File: src/rtl/msc_defines.vh
/*
 Constants for the mode switch configuration block: register offsets,
 field positions, switch patterns, mode codes and timing figures.
 Assumes inclusion by bare name from the design files.
*/
`ifndef MSC_DEFINES_VH
`define MSC_DEFINES_VH

// Clock and times
`define MSC_CLK_HZ 20000000
`define MSC_SERVICE_HOLD_MS 2000
`define MSC_FLASH_HALF_MS 250
// The two times above in clock cycles, sized to the counters
`define MSC_SERVICE_HOLD_CYC 26'h2625A00
`define MSC_FLASH_HALF_CYC 26'h04C4B40

// Register byte offsets
`define MSC_CTRL_OFS 8'h00
`define MSC_STATUS_OFS 8'h04
`define MSC_SWITCH_OFS 8'h08

// Control fields
`define MSC_CTRL_CLR_ERR_BIT 0

// Status fields
`define MSC_ST_CFG_LSB 0
`define MSC_ST_IDX_LSB 4
`define MSC_ST_ERR_BIT 7
`define MSC_ST_ADV_BIT 8
`define MSC_ST_LOCK_BIT 9
`define MSC_ST_BEH_LSB 10
`define MSC_ST_MODE_LSB 12
`define MSC_ST_RUN_BIT 15

// Valid switch patterns, settings one to eight
`define MSC_CFG_PAT1 4'h0
`define MSC_CFG_PAT2 4'h1
`define MSC_CFG_PAT3 4'h2
`define MSC_CFG_PAT4 4'h3
`define MSC_CFG_PAT5 4'h8
`define MSC_CFG_PAT6 4'h9
`define MSC_CFG_PAT7 4'hA
`define MSC_CFG_PAT8 4'hB

// Behaviour codes
`define MSC_BEH_HOLD_SVC 2'h0
`define MSC_BEH_HOLD 2'h1
`define MSC_BEH_FALLBACK 2'h2
`define MSC_BEH_RETAIN 2'h3

// Mode codes
`define MSC_MODE_NONE 3'h0
`define MSC_MODE_ONE 3'h1
`define MSC_MODE_TWO 3'h2
`define MSC_MODE_THREE 3'h3
`define MSC_MODE_FOUR 3'h4
`define MSC_MODE_SERVICE 3'h5

`endif

File: src/rtl/msc_mode_switch.v
/*
 Start-up configuration and mode retention logic of the operating mode
 selector, with an APB register slave.
 Assumes synchronous inputs on pclk, buttons already debounced, key
 authorisation checked outside, and a retained store outside that feeds
 the last mode back after a supply reset.
*/
// Our own choices: the APB slave port and the address map.
`timescale 1ns/1ps
`default_nettype none
`include "msc_defines.vh"

// Notes on behaviour
// - Sample switch at start-up; invalid gives error.
// - Switch change while running gives sticky error.
// - Exactly eight patterns valid, others error.
// - Settings 1-4 basic link, 5-8 advanced.
// - Lock and preselection only in advanced settings.
// - Settings map to hold, fallback, retain behaviours.
// - Hold/retain: key removal keeps current mode, except service mode falls to mode one in settings 1 and 5.
// - Fallback: key removal forces mode one.
// - Supply reset non-retain: start in mode one.
// - Retain: supply reset restores last mode.
// - At most one mode output high.
// - Long press of button one selects service.
module msc_mode_switch #(
   parameter [25:0] SERVICE_HOLD_CYC = `MSC_SERVICE_HOLD_CYC,
   parameter [25:0] FLASH_HALF_CYC = `MSC_FLASH_HALF_CYC
) (
   input wire pclk,
   input wire presetn,
   input wire psel,
   input wire penable,
   input wire pwrite,
   input wire [7:0] paddr,
   input wire [31:0] pwdata,
   output wire [31:0] prdata,
   output wire pready,
   output wire pslverr,
   input wire [3:0] cfg_switch,
   input wire key_present,
   input wire [3:0] mode_button,
   input wire [2:0] retained_mode_in,
   output wire [2:0] retained_mode_out,
   output wire retained_write,
   output wire first_mode_output,
   output wire mode_two_output,
   output wire mode_three_output,
   output wire mode_four_output,
   output wire service_mode_output,
   output wire [3:0] button_lamp,
   output wire advanced_comm,
   output wire lock_preselect_enable,
   output wire device_error
);

   localparam ST_START = 2'h0;
   localparam ST_RUN = 2'h1;
   localparam ST_ERROR = 2'h2;

   reg [1:0] state_reg, state_next;
   reg [3:0] cfg_reg, cfg_next;
   reg [2:0] mode_reg, mode_next;
   reg [4:0] mode_out_reg;
   reg [3:0] lamp_reg;
   reg [3:0] button_reg;
   reg key_reg;
   reg [25:0] hold_cnt_reg, hold_cnt_next;
   reg service_done_reg, service_done_next;
   reg [25:0] flash_cnt_reg;
   reg flash_reg;
   reg [31:0] prdata_reg;
   reg [2:0] retain_mode_reg;
   reg retain_wr_reg;

   wire [3:0] idx_now;
   wire [3:0] idx_cfg;
   wire [1:0] behaviour;
   wire advanced;
   wire key_removed;
   wire [3:0] btn_rise;
   wire btn1_fall;
   wire single_press;
   wire clr_err;
   wire addr_ok;

   // Valid flag in bit 3, setting index in bits 2:0
   function [3:0] cfg_index;
      input [3:0] sw;
      begin
         case (sw)
            `MSC_CFG_PAT1: cfg_index = 4'h8;
            `MSC_CFG_PAT2: cfg_index = 4'h9;
            `MSC_CFG_PAT3: cfg_index = 4'hA;
            `MSC_CFG_PAT4: cfg_index = 4'hB;
            `MSC_CFG_PAT5: cfg_index = 4'hC;
            `MSC_CFG_PAT6: cfg_index = 4'hD;
            `MSC_CFG_PAT7: cfg_index = 4'hE;
            `MSC_CFG_PAT8: cfg_index = 4'hF;
            default: cfg_index = 4'h0;
         endcase
      end
   endfunction

   assign idx_now = cfg_index(cfg_switch);
   assign idx_cfg = cfg_index(cfg_reg);
   assign behaviour = idx_cfg[1:0];
   assign advanced = idx_cfg[2] & (state_reg == ST_RUN);
   assign key_removed = key_reg & ~key_present;
   assign btn_rise = mode_button & ~button_reg;
   assign btn1_fall = button_reg[0] & ~mode_button[0];
   assign single_press = (mode_button == 4'h1) || (mode_button == 4'h2) ||
                         (mode_button == 4'h4) || (mode_button == 4'h8) ||
                         (mode_button == 4'h0);

   // APB slave, zero wait states
   assign addr_ok = (paddr == `MSC_CTRL_OFS) || (paddr == `MSC_STATUS_OFS) ||
                    (paddr == `MSC_SWITCH_OFS);
   assign pready = 1'b1;
   assign pslverr = psel & penable & ~addr_ok;
   assign prdata = prdata_reg;
   assign clr_err = psel & penable & pwrite & (paddr == `MSC_CTRL_OFS) &
                    pwdata[`MSC_CTRL_CLR_ERR_BIT];

   always @(posedge pclk or negedge presetn) begin
      if (!presetn) begin
         prdata_reg <= 32'h00000000;
      end else if (psel & ~penable & ~pwrite) begin
         prdata_reg <= 32'h00000000;
         if (paddr == `MSC_STATUS_OFS) begin
            prdata_reg[`MSC_ST_CFG_LSB +: 4] <= cfg_reg;
            prdata_reg[`MSC_ST_IDX_LSB +: 3] <= idx_cfg[2:0];
            prdata_reg[`MSC_ST_ERR_BIT] <= (state_reg == ST_ERROR);
            prdata_reg[`MSC_ST_ADV_BIT] <= advanced;
            prdata_reg[`MSC_ST_LOCK_BIT] <= advanced;
            prdata_reg[`MSC_ST_BEH_LSB +: 2] <= behaviour;
            prdata_reg[`MSC_ST_MODE_LSB +: 3] <= mode_reg;
            prdata_reg[`MSC_ST_RUN_BIT] <= (state_reg == ST_RUN);
         end else if (paddr == `MSC_SWITCH_OFS) begin
            prdata_reg[3:0] <= cfg_switch;
         end
      end
   end

   // Configuration, error and mode selection
   always @* begin
      state_next = state_reg;
      cfg_next = cfg_reg;
      mode_next = mode_reg;
      hold_cnt_next = hold_cnt_reg;
      service_done_next = service_done_reg;
      case (state_reg)
         ST_START: begin
            cfg_next = cfg_switch;
            if (idx_now[3]) begin
               state_next = ST_RUN;
               if ((idx_now[1:0] == `MSC_BEH_RETAIN) &&
                   (retained_mode_in >= `MSC_MODE_ONE) &&
                   (retained_mode_in <= `MSC_MODE_SERVICE)) begin
                  mode_next = retained_mode_in;
               end else begin
                  mode_next = `MSC_MODE_ONE;
               end
            end else begin
               state_next = ST_ERROR;
               mode_next = `MSC_MODE_NONE;
            end
         end
         ST_RUN: begin
            if (cfg_switch != cfg_reg) begin
               state_next = ST_ERROR;
               mode_next = `MSC_MODE_NONE;
               hold_cnt_next = 26'h0000000;
               service_done_next = 1'b0;
            end else if (key_removed) begin
               if (behaviour == `MSC_BEH_FALLBACK) begin
                  mode_next = `MSC_MODE_ONE;
               end else if ((behaviour == `MSC_BEH_HOLD_SVC) &&
                            (mode_reg == `MSC_MODE_SERVICE)) begin
                  mode_next = `MSC_MODE_ONE;
               end
               // Hold and retain keep the current mode, except service mode under hold-service
               hold_cnt_next = 26'h0000000;
               service_done_next = 1'b0;
            end else if (key_present && single_press) begin
               if (btn_rise[1]) begin
                  mode_next = `MSC_MODE_TWO;
               end else if (btn_rise[2]) begin
                  mode_next = `MSC_MODE_THREE;
               end else if (btn_rise[3]) begin
                  mode_next = `MSC_MODE_FOUR;
               end
               if (mode_button[0]) begin
                  if (hold_cnt_reg == SERVICE_HOLD_CYC - 26'h0000001) begin
                     mode_next = `MSC_MODE_SERVICE;
                     service_done_next = 1'b1;
                  end
                  if (hold_cnt_reg != SERVICE_HOLD_CYC) begin
                     hold_cnt_next = hold_cnt_reg + 26'h0000001;
                  end
               end else begin
                  if (btn1_fall && !service_done_reg) begin
                     mode_next = `MSC_MODE_ONE;
                  end
                  hold_cnt_next = 26'h0000000;
                  service_done_next = 1'b0;
               end
            end else begin
               hold_cnt_next = 26'h0000000;
               service_done_next = 1'b0;
            end
         end
         ST_ERROR: begin
            mode_next = `MSC_MODE_NONE;
            if (clr_err) begin
               state_next = ST_START;
            end
         end
         default: begin
            state_next = ST_ERROR;
            mode_next = `MSC_MODE_NONE;
         end
      endcase
   end

   always @(posedge pclk or negedge presetn) begin
      if (!presetn) begin
         state_reg <= ST_START;
         cfg_reg <= 4'h0;
         mode_reg <= `MSC_MODE_NONE;
         hold_cnt_reg <= 26'h0000000;
         service_done_reg <= 1'b0;
         button_reg <= 4'h0;
         key_reg <= 1'b0;
      end else begin
         state_reg <= state_next;
         cfg_reg <= cfg_next;
         mode_reg <= mode_next;
         hold_cnt_reg <= hold_cnt_next;
         service_done_reg <= service_done_next;
         button_reg <= mode_button;
         key_reg <= key_present;
      end
   end

   // One-hot mode outputs and lamps, with all four lamps flashing in service mode
   always @(posedge pclk or negedge presetn) begin
      if (!presetn) begin
         mode_out_reg <= 5'h00;
         lamp_reg <= 4'h0;
      end else begin
         mode_out_reg <= 5'h00;
         lamp_reg <= 4'h0;
         case (mode_reg)
            `MSC_MODE_ONE: begin
               mode_out_reg <= 5'h01;
               lamp_reg <= 4'h1;
            end
            `MSC_MODE_TWO: begin
               mode_out_reg <= 5'h02;
               lamp_reg <= 4'h2;
            end
            `MSC_MODE_THREE: begin
               mode_out_reg <= 5'h04;
               lamp_reg <= 4'h4;
            end
            `MSC_MODE_FOUR: begin
               mode_out_reg <= 5'h08;
               lamp_reg <= 4'h8;
            end
            `MSC_MODE_SERVICE: begin
               mode_out_reg <= 5'h10;
               lamp_reg <= {4{flash_reg}};
            end
            default: begin
               mode_out_reg <= 5'h00;
               lamp_reg <= 4'h0;
            end
         endcase
      end
   end

   // Flash timebase for the service mode lamps
   always @(posedge pclk or negedge presetn) begin
      if (!presetn) begin
         flash_cnt_reg <= 26'h0000000;
         flash_reg <= 1'b0;
      end else if (flash_cnt_reg >= FLASH_HALF_CYC - 26'h0000001) begin
         flash_cnt_reg <= 26'h0000000;
         flash_reg <= ~flash_reg;
      end else begin
         flash_cnt_reg <= flash_cnt_reg + 26'h0000001;
      end
   end

   // Retained store update on every mode change to a valid mode while running under retain behaviour
   always @(posedge pclk or negedge presetn) begin
      if (!presetn) begin
         retain_mode_reg <= `MSC_MODE_NONE;
         retain_wr_reg <= 1'b0;
      end else begin
         retain_wr_reg <= 1'b0;
         if ((state_reg == ST_RUN) && (behaviour == `MSC_BEH_RETAIN) &&
             (mode_next != mode_reg) && (mode_next != `MSC_MODE_NONE)) begin
            retain_mode_reg <= mode_next;
            retain_wr_reg <= 1'b1;
         end
      end
   end

   assign retained_mode_out = retain_mode_reg;
   assign retained_write = retain_wr_reg;
   assign first_mode_output = mode_out_reg[0];
   assign mode_two_output = mode_out_reg[1];
   assign mode_three_output = mode_out_reg[2];
   assign mode_four_output = mode_out_reg[3];
   assign service_mode_output = mode_out_reg[4];
   assign button_lamp = lamp_reg;
   assign advanced_comm = advanced;
   assign lock_preselect_enable = advanced;
   assign device_error = (state_reg == ST_ERROR);

endmodule
`default_nettype wire

File: config.mk
export PLATFORM = sky130hd
export DESIGN_NAME = msc_mode_switch
export DESIGN_NICKNAME = d
export VERILOG_FILES = /design/src/rtl/msc_mode_switch.v
export VERILOG_INCLUDE_DIRS = /design/src /design/src/rtl
export SDC_FILE = /design/constraint.sdc
export NUM_CORES = 1
export LEC_CHECK = 0
export ABC_AREA = 1
export BUFFER_PORTS_ARGS = -buffer_cell sky130_fd_sc_hd__buf_4
export CAP_MARGIN = 30
export CORE_ASPECT_RATIO = 0.9
export CORE_MARGIN = 1
export CORE_UTILIZATION = 45
export DETAILED_ROUTE_END_ITERATION = 16
export PLACE_DENSITY = 0.73
export SLEW_MARGIN = 20
export SYNTH_ARGS = -nofsm -noshare
export SYNTH_HDL_FRONTEND = slang
export SYNTH_SLANG_ARGS = --single-unit
File: constraint.sdc
create_clock -name pclk -period 3.82 [get_ports pclk]
set_input_delay 0.573 -clock pclk [delete_from_list [all_inputs] [get_ports pclk]]
set_output_delay 0.573 -clock pclk [all_outputs]
set_load 0.02 [all_outputs]
==> results of run 1 <==
==> where the power goes <==
group          internal, mW  total, mW  leakage [nW]  switching, mW
Sequential             1.07       1.15          1.27         0.0733
Clock                 0.457      0.867         0.142          0.409
Combinational         0.141      0.452          1.46          0.311
Total                  1.67       2.47          2.88          0.794
==> cell type report <==
class                      instances  share of cell area, %
tap                              152                   3.19
multi-input combinational        472                   39.7
sequential                        94                   39.4
clock inverter                     7                   1.07
inverter                          85                   5.35
clock buffer                       9                   3.77
timing repair buffer              60                   7.55
==> worst min-delay path by stage <==
stage / slack (ns) / startpoint / end
after global placement: 0.45 / flash_cnt_reg[0] / flash_cnt_reg[0]
after detailed placement: 0.45 / flash_cnt_reg[0] / flash_cnt_reg[0]
final: 0.30 / presetn / flash_cnt_reg[17]
after floorplan: 0.28 / presetn / button_lamp[0]
after CTS: 0.35 / presetn / flash_cnt_reg[17]
after global routing: 0.36 / mode_button[1] / button_reg[1]
==> metrics by stage <==
step | utilization, % | area (sq um)
finish | 54.3 | 5970
global route | 54.3 | 5970
CTS | 54.3 | 5970
detailed placement | 51.7 | 5680
global placement | 51.7 | 5680
floorplan | - | 5240
==> kinds of logic (layout without fill, tap and decap cells) <==
group,after synthesis,after routing,synth area share [%]
other cells,2,20,0.145
simple gates,370,370,33.8
xor+xnor,17,17,2.88
fa+ha+maj,3,3,0.726
flops,94,94,45.5
compound gates,62,62,6.87
buf+inv,115,161,10.1
==> routing by layer <==
layer | global-route usage, % | vias up
met4 | 6.22 | 0
li1 | - | 2230
met2 | 31.2 | 110
met1 | 27.0 | 2073
met5 | 0 | -
met3 | 3.69 | 16
==> cells in the final DEF, fill, tap and decap left out, types with 11 or more instances in the layout <==
cell type,instances
nand2_1,146
dfrtp_1,94
inv_1,80
nor2_1,78
buf_4,60
nand3_1,41
nor3_1,28
a21oi_1,25
conb_1,20
o21ai_0,17
xor2_1,16
nand4_1,15
nand2_2,14
nor2_2,12
nor4_1,11
==> impl_metrics.ini, run 1 <==
[power]
leakagePower_nw = 2.88
p_total_mw = 2.47
ir_drop_v = 0.000220
powerDensity_mw_per_mm2 = 413

[synthesis]
ys_types = 40
synth_flop_cell = dfrtp_1
synth.most_common_cell = nand2_1
ys_seq_area_share_pct = 45.5
synth_commonest_cells = nand2_1, dfrtp_1, inv_1
yosys_warnings = 0
synth_edf_count = 0
netlist.area_leader.share_pct = 45.5
yosys.area.top_type = dfrtp_1
synth_area_leaders = dfrtp_1, nand2_1, inv_1
async_reset_ff_share_pct = 100
ys_ff_latch = 94
syn_area_sq_mm = 0.00517
syn_avg_cell_area_sq_um = 7.80
synth_cells = 663

[worst_setup_path]
crit_fanout = 5
crit_top_cell = buf_4
cp.arrival_ns = 1.86
startpoint_type = input port
critPathMaxStageDelay_ns = 0.41
cp_slowest_cell = nor4_2
reg2reg_depth = 13
worst-endpoint-required_ns = 3.25
cp_cell_sequence = buf_4, nor4_1, inv_1, nor4_2, a311oi_1, buf_4
cp_num_cells = 6
critical_path_buf_inv_count = 3
rr_startpoint = cfg_reg[0]
worstSetupPathType = input port to primary output
crit_path_start = paddr[5]
crit_end = pslverr
rr_endpoint = hold_cnt_reg[15]
critPathTopFamily = simple AND/OR/NAND/NOR gates
ff2ff_setup_slack_ns = 1.47
crit_path_end_kind = primary output

[placed_design]
dp_hpwl_mm = 8.19
place_congestion = 0.907
placedCellCount = 863
port_buffers = 58
dp_slack_ns = 1.26

[sta]
hold_viol_final = 0
fin_crit_ns = 2.43
final.period_utilization_pct = 63.6
maxSlewHeadroom_pct = 45.6
slew_viol_final = 0
finClkSkew_ns = 0.00903
whs_ns = 0.301
setup_viol = 0
fmax_mhz = 412
tns_ns = 0
worst_pin_slew_ns = 0.814
rsz0062_at_grt = no
fin_ws_ns = 1.39

[worst_hold_path]
hp-class = input port to async pin

[finish]
multi_input_area_sq_mm = 0.00237
register_area_sq_mm = 0.00235
final_net_count = 782
area_delta_synth_final_pct = 15.4
drive_gt1_share_pct = 16.6
num_antenna_cells = 0
layoutNonFillerInstCount = 879
fillers = 1009

[clock_network]
cts_inserted_buffers = 9
cts_tree = built
ctsHoldBuffers = 0
cts_resized = 0
cts_setup_buffers = 0
cts_sinks = 94
cts_root_buf = clkbuf_16
ctsHtreeMaxLevel = 3
clock_path_buffers = 2
clk_latency_ns = 0.34
clkTransAtPathRegs_ns = 0.07

[grt]
groute.usage.overall_pct = 19.6
grt_pass1_vias = 4226
grt.overflow.total = 0
antenna_found_initial = 0
grt_max_degree = 65
grt_first_pass_wirelength_mm = 19.0

[die]
ios = 107
core_area_sq_mm = 0.0110
dieArea_sq_mm = 0.0119
rows = 36
die_y_um = 104
start_util_pct = 47.1
die_w_um = 115

[detailed_routing]
via_per_inst = 5.04
met2_length_mm = 5.03
drt-total-wl_mm = 10.9
wl_per_cell_um = 12.4
route.top_layer_used = met4
route.met3.wl_um = 396
ant_nets = 0
drc = 0
drt-initial-drc-count = 296
first_pass_iters = 4
num_vias = 4429
drt-met1-wl_mm = 5.31

[job]
maxCapViolations = 0

[status]
status = completed
No activity file was read; power rests on OpenSTA's default activity.
==> run 2, diff against run 1 <==
--- a/config.mk
+++ b/config.mk
@@ -13,7 +13,7 @@
 export CORE_MARGIN = 1
 export CORE_UTILIZATION = 45
 export DETAILED_ROUTE_END_ITERATION = 16
-export PLACE_DENSITY = 0.73
+export PLACE_DENSITY = 0.75
 export SLEW_MARGIN = 20
 export SYNTH_ARGS = -nofsm -noshare
 export SYNTH_HDL_FRONTEND = slang
==> constraint.sdc (replaced) <==
create_clock -name pclk -period 2.1 [get_ports pclk]
set_input_delay 0.315 -clock pclk [delete_from_list [all_inputs] [get_ports pclk]]
set_output_delay 0.315 -clock pclk [all_outputs]
set_load 0.02 [all_outputs]
==> impl_metrics.ini, run 2 (same netlist as run 1, synthesis figures left out) <==
[status]
status = complete, but fails checks
violations = negative setup slack

[worst_setup_path]
rr_endpoint = hold_cnt_reg[23]
reg2reg_depth = 13
worstSetupPathType = register to register
cp_num_cells = 13
critPathMaxStageDelay_ns = 0.41
cp.arrival_ns = 2.35
critical_path_buf_inv_count = 3
crit_end = hold_cnt_reg[23]
startpoint_type = register
cp_cell_sequence = buf_6, inv_2, buf_6, nor3_4, nand2_2, nor2_4, nand2_2, nor3_4, nand3_2, nor2_2, nand3_2, xor2_1, nor2_1
crit_fanout = 3
crit_path_end_kind = register
worst-endpoint-required_ns = 2.34
rr_startpoint = hold_cnt_reg[0]
crit_path_start = hold_cnt_reg[0]
ff2ff_setup_slack_ns = -0.007
critPathTopFamily = simple AND/OR/NAND/NOR gates
cp_slowest_cell = dfrtp_1

[detailed_routing]
num_vias = 4635
route.top_layer_used = met4
drt-total-wl_mm = 12.0
via_per_inst = 5.09
drc = 0
route.met3.wl_um = 555
wl_per_cell_um = 13.2
drt-initial-drc-count = 352
ant_nets = 0
first_pass_iters = 7
met2_length_mm = 5.69
drt-met1-wl_mm = 5.60

[sta]
fmax_mhz = 475
final.period_utilization_pct = 100
fin_crit_ns = 2.11
rsz0062_at_grt = yes
finClkSkew_ns = 0.00861
tns_ns = -0.00690
hold_viol_final = 0
worst_pin_slew_ns = 0.496
maxSlewHeadroom_pct = 66.6
slew_viol_final = 0
setup_viol = 1
fin_ws_ns = -0.00690

[die]
core_area_sq_mm = 0.0110
start_util_pct = 47.1
die_y_um = 104
rows = 36
dieArea_sq_mm = 0.0119
die_w_um = 115
ios = 107

[clock_network]
cts_sinks = 94
clock_path_buffers = 2
clk_latency_ns = 0.35
clkTransAtPathRegs_ns = 0.07
cts_tree = built
cts_inserted_buffers = 9
cts_root_buf = clkbuf_16
ctsHtreeMaxLevel = 3

[finish]
drive_gt1_share_pct = 23.1
area_delta_synth_final_pct = 23.2
num_antenna_cells = 0
final_net_count = 813
mostFrequentLayoutCell = nand2_1
mostFrequentLayoutCells = nand2_1, dfrtp_1, buf_4

[grt]
grt.overflow.total = 0
groute.usage.overall_pct = 20.4
grt_pass1_vias = 4328
grt_max_degree = 58
grt_first_pass_wirelength_mm = 19.6
antenna_found_initial = 0

[placed_design]
dp_hpwl_mm = 8.63
port_buffers = 58
place_congestion = 0.869
dp_slack_ns = 0.0173

[power]
ir_drop_v = 0.000361
powerDensity_mw_per_mm2 = 739
leakagePower_nw = 3.09

[worst_hold_path]
hp-class = input port to register

[job]
maxCapViolations = 0
==> run 2: cell count changes in the layout (fill, tap and decap cells not counted), sizes merged <==
cell         previous run  this run
buf                    60        90
clkinvlp                1         2
dlygate4sd3             0         1
inv                    87        86
==> run 2: report_power, final <==
| part | total [mW] | internal, mW | switching, mW |
|---|---|---|---|
| Clock | 1.60 | 0.834 | 0.768 |
| Combinational | 1.02 | 0.390 | 0.634 |
| Sequential | 2.09 | 1.95 | 0.133 |
==> run 2: worst min path at each step <==
| stage | startpoint | end | slack, ns | cells after the start |
|---|---|---|---|---|
| floorplan | presetn | button_lamp[0] | 0.02 | 0 |
| global placement | presetn | flash_cnt_reg[17] | 0.30 | 1 |
| detailed placement | presetn | flash_cnt_reg[17] | 0.31 | 1 |
| CTS | mode_button[1] | button_reg[1] | 0.1 | 1 |
| global route | mode_button[1] | button_reg[1] | 0.09 | 1 |
| finish | mode_button[1] | button_reg[1] | 0.10 | 1 |
==> run 2: final cells by class <==
class                           count  area (sq um)
Clock buffer                        9           225
Clock inverter                      7          68.8
Fill cell                         968          4620
Inverter                           85           323
Multi-Input combinational cell    472          2500
Sequential cell                    94          2350
Tap cell                          152           190
Timing Repair Buffer               91           709
==> run 2: worst reg2reg max path, delay by kind of cell, from the launching register on <==
family	cells	cell delay [ns]
xor+xnor	1	0.17
buf+inv	3	0.25
flops	1	0.41
simple gates	9	1.17
==> run 2: through the flow <==
stage	power (mW)	cells	util, %	hold slack [ns]	cell area (sq um)
finish	4.71	910	58.0	0.101	6370
global route	4.95	910	58.0	0.0926	6370
CTS	4.62	895	55.6	0.0967	6110
detailed placement	3.01	878	52.8	0.310	5800
global placement	2.98	878	52.8	0.304	5800
floorplan	2.68	681	-	0.0194	5240
==> run 2: repair_timing <==
action / CTS / global route
endpoints found under the setup margin: 0 / 27
hold endpoints to repair: 37 / 0
buffers inserted: 0 / 15
hold buffers: 1 / 0
resized for setup: 0 / 40
==> run 2: routing by layer <==
metal	track usage [%]	up-vias
met1	27.8	2214
li1	-	2287
met3	4.04	16
met2	33.0	118
met4	5.57	0
met5	0	-
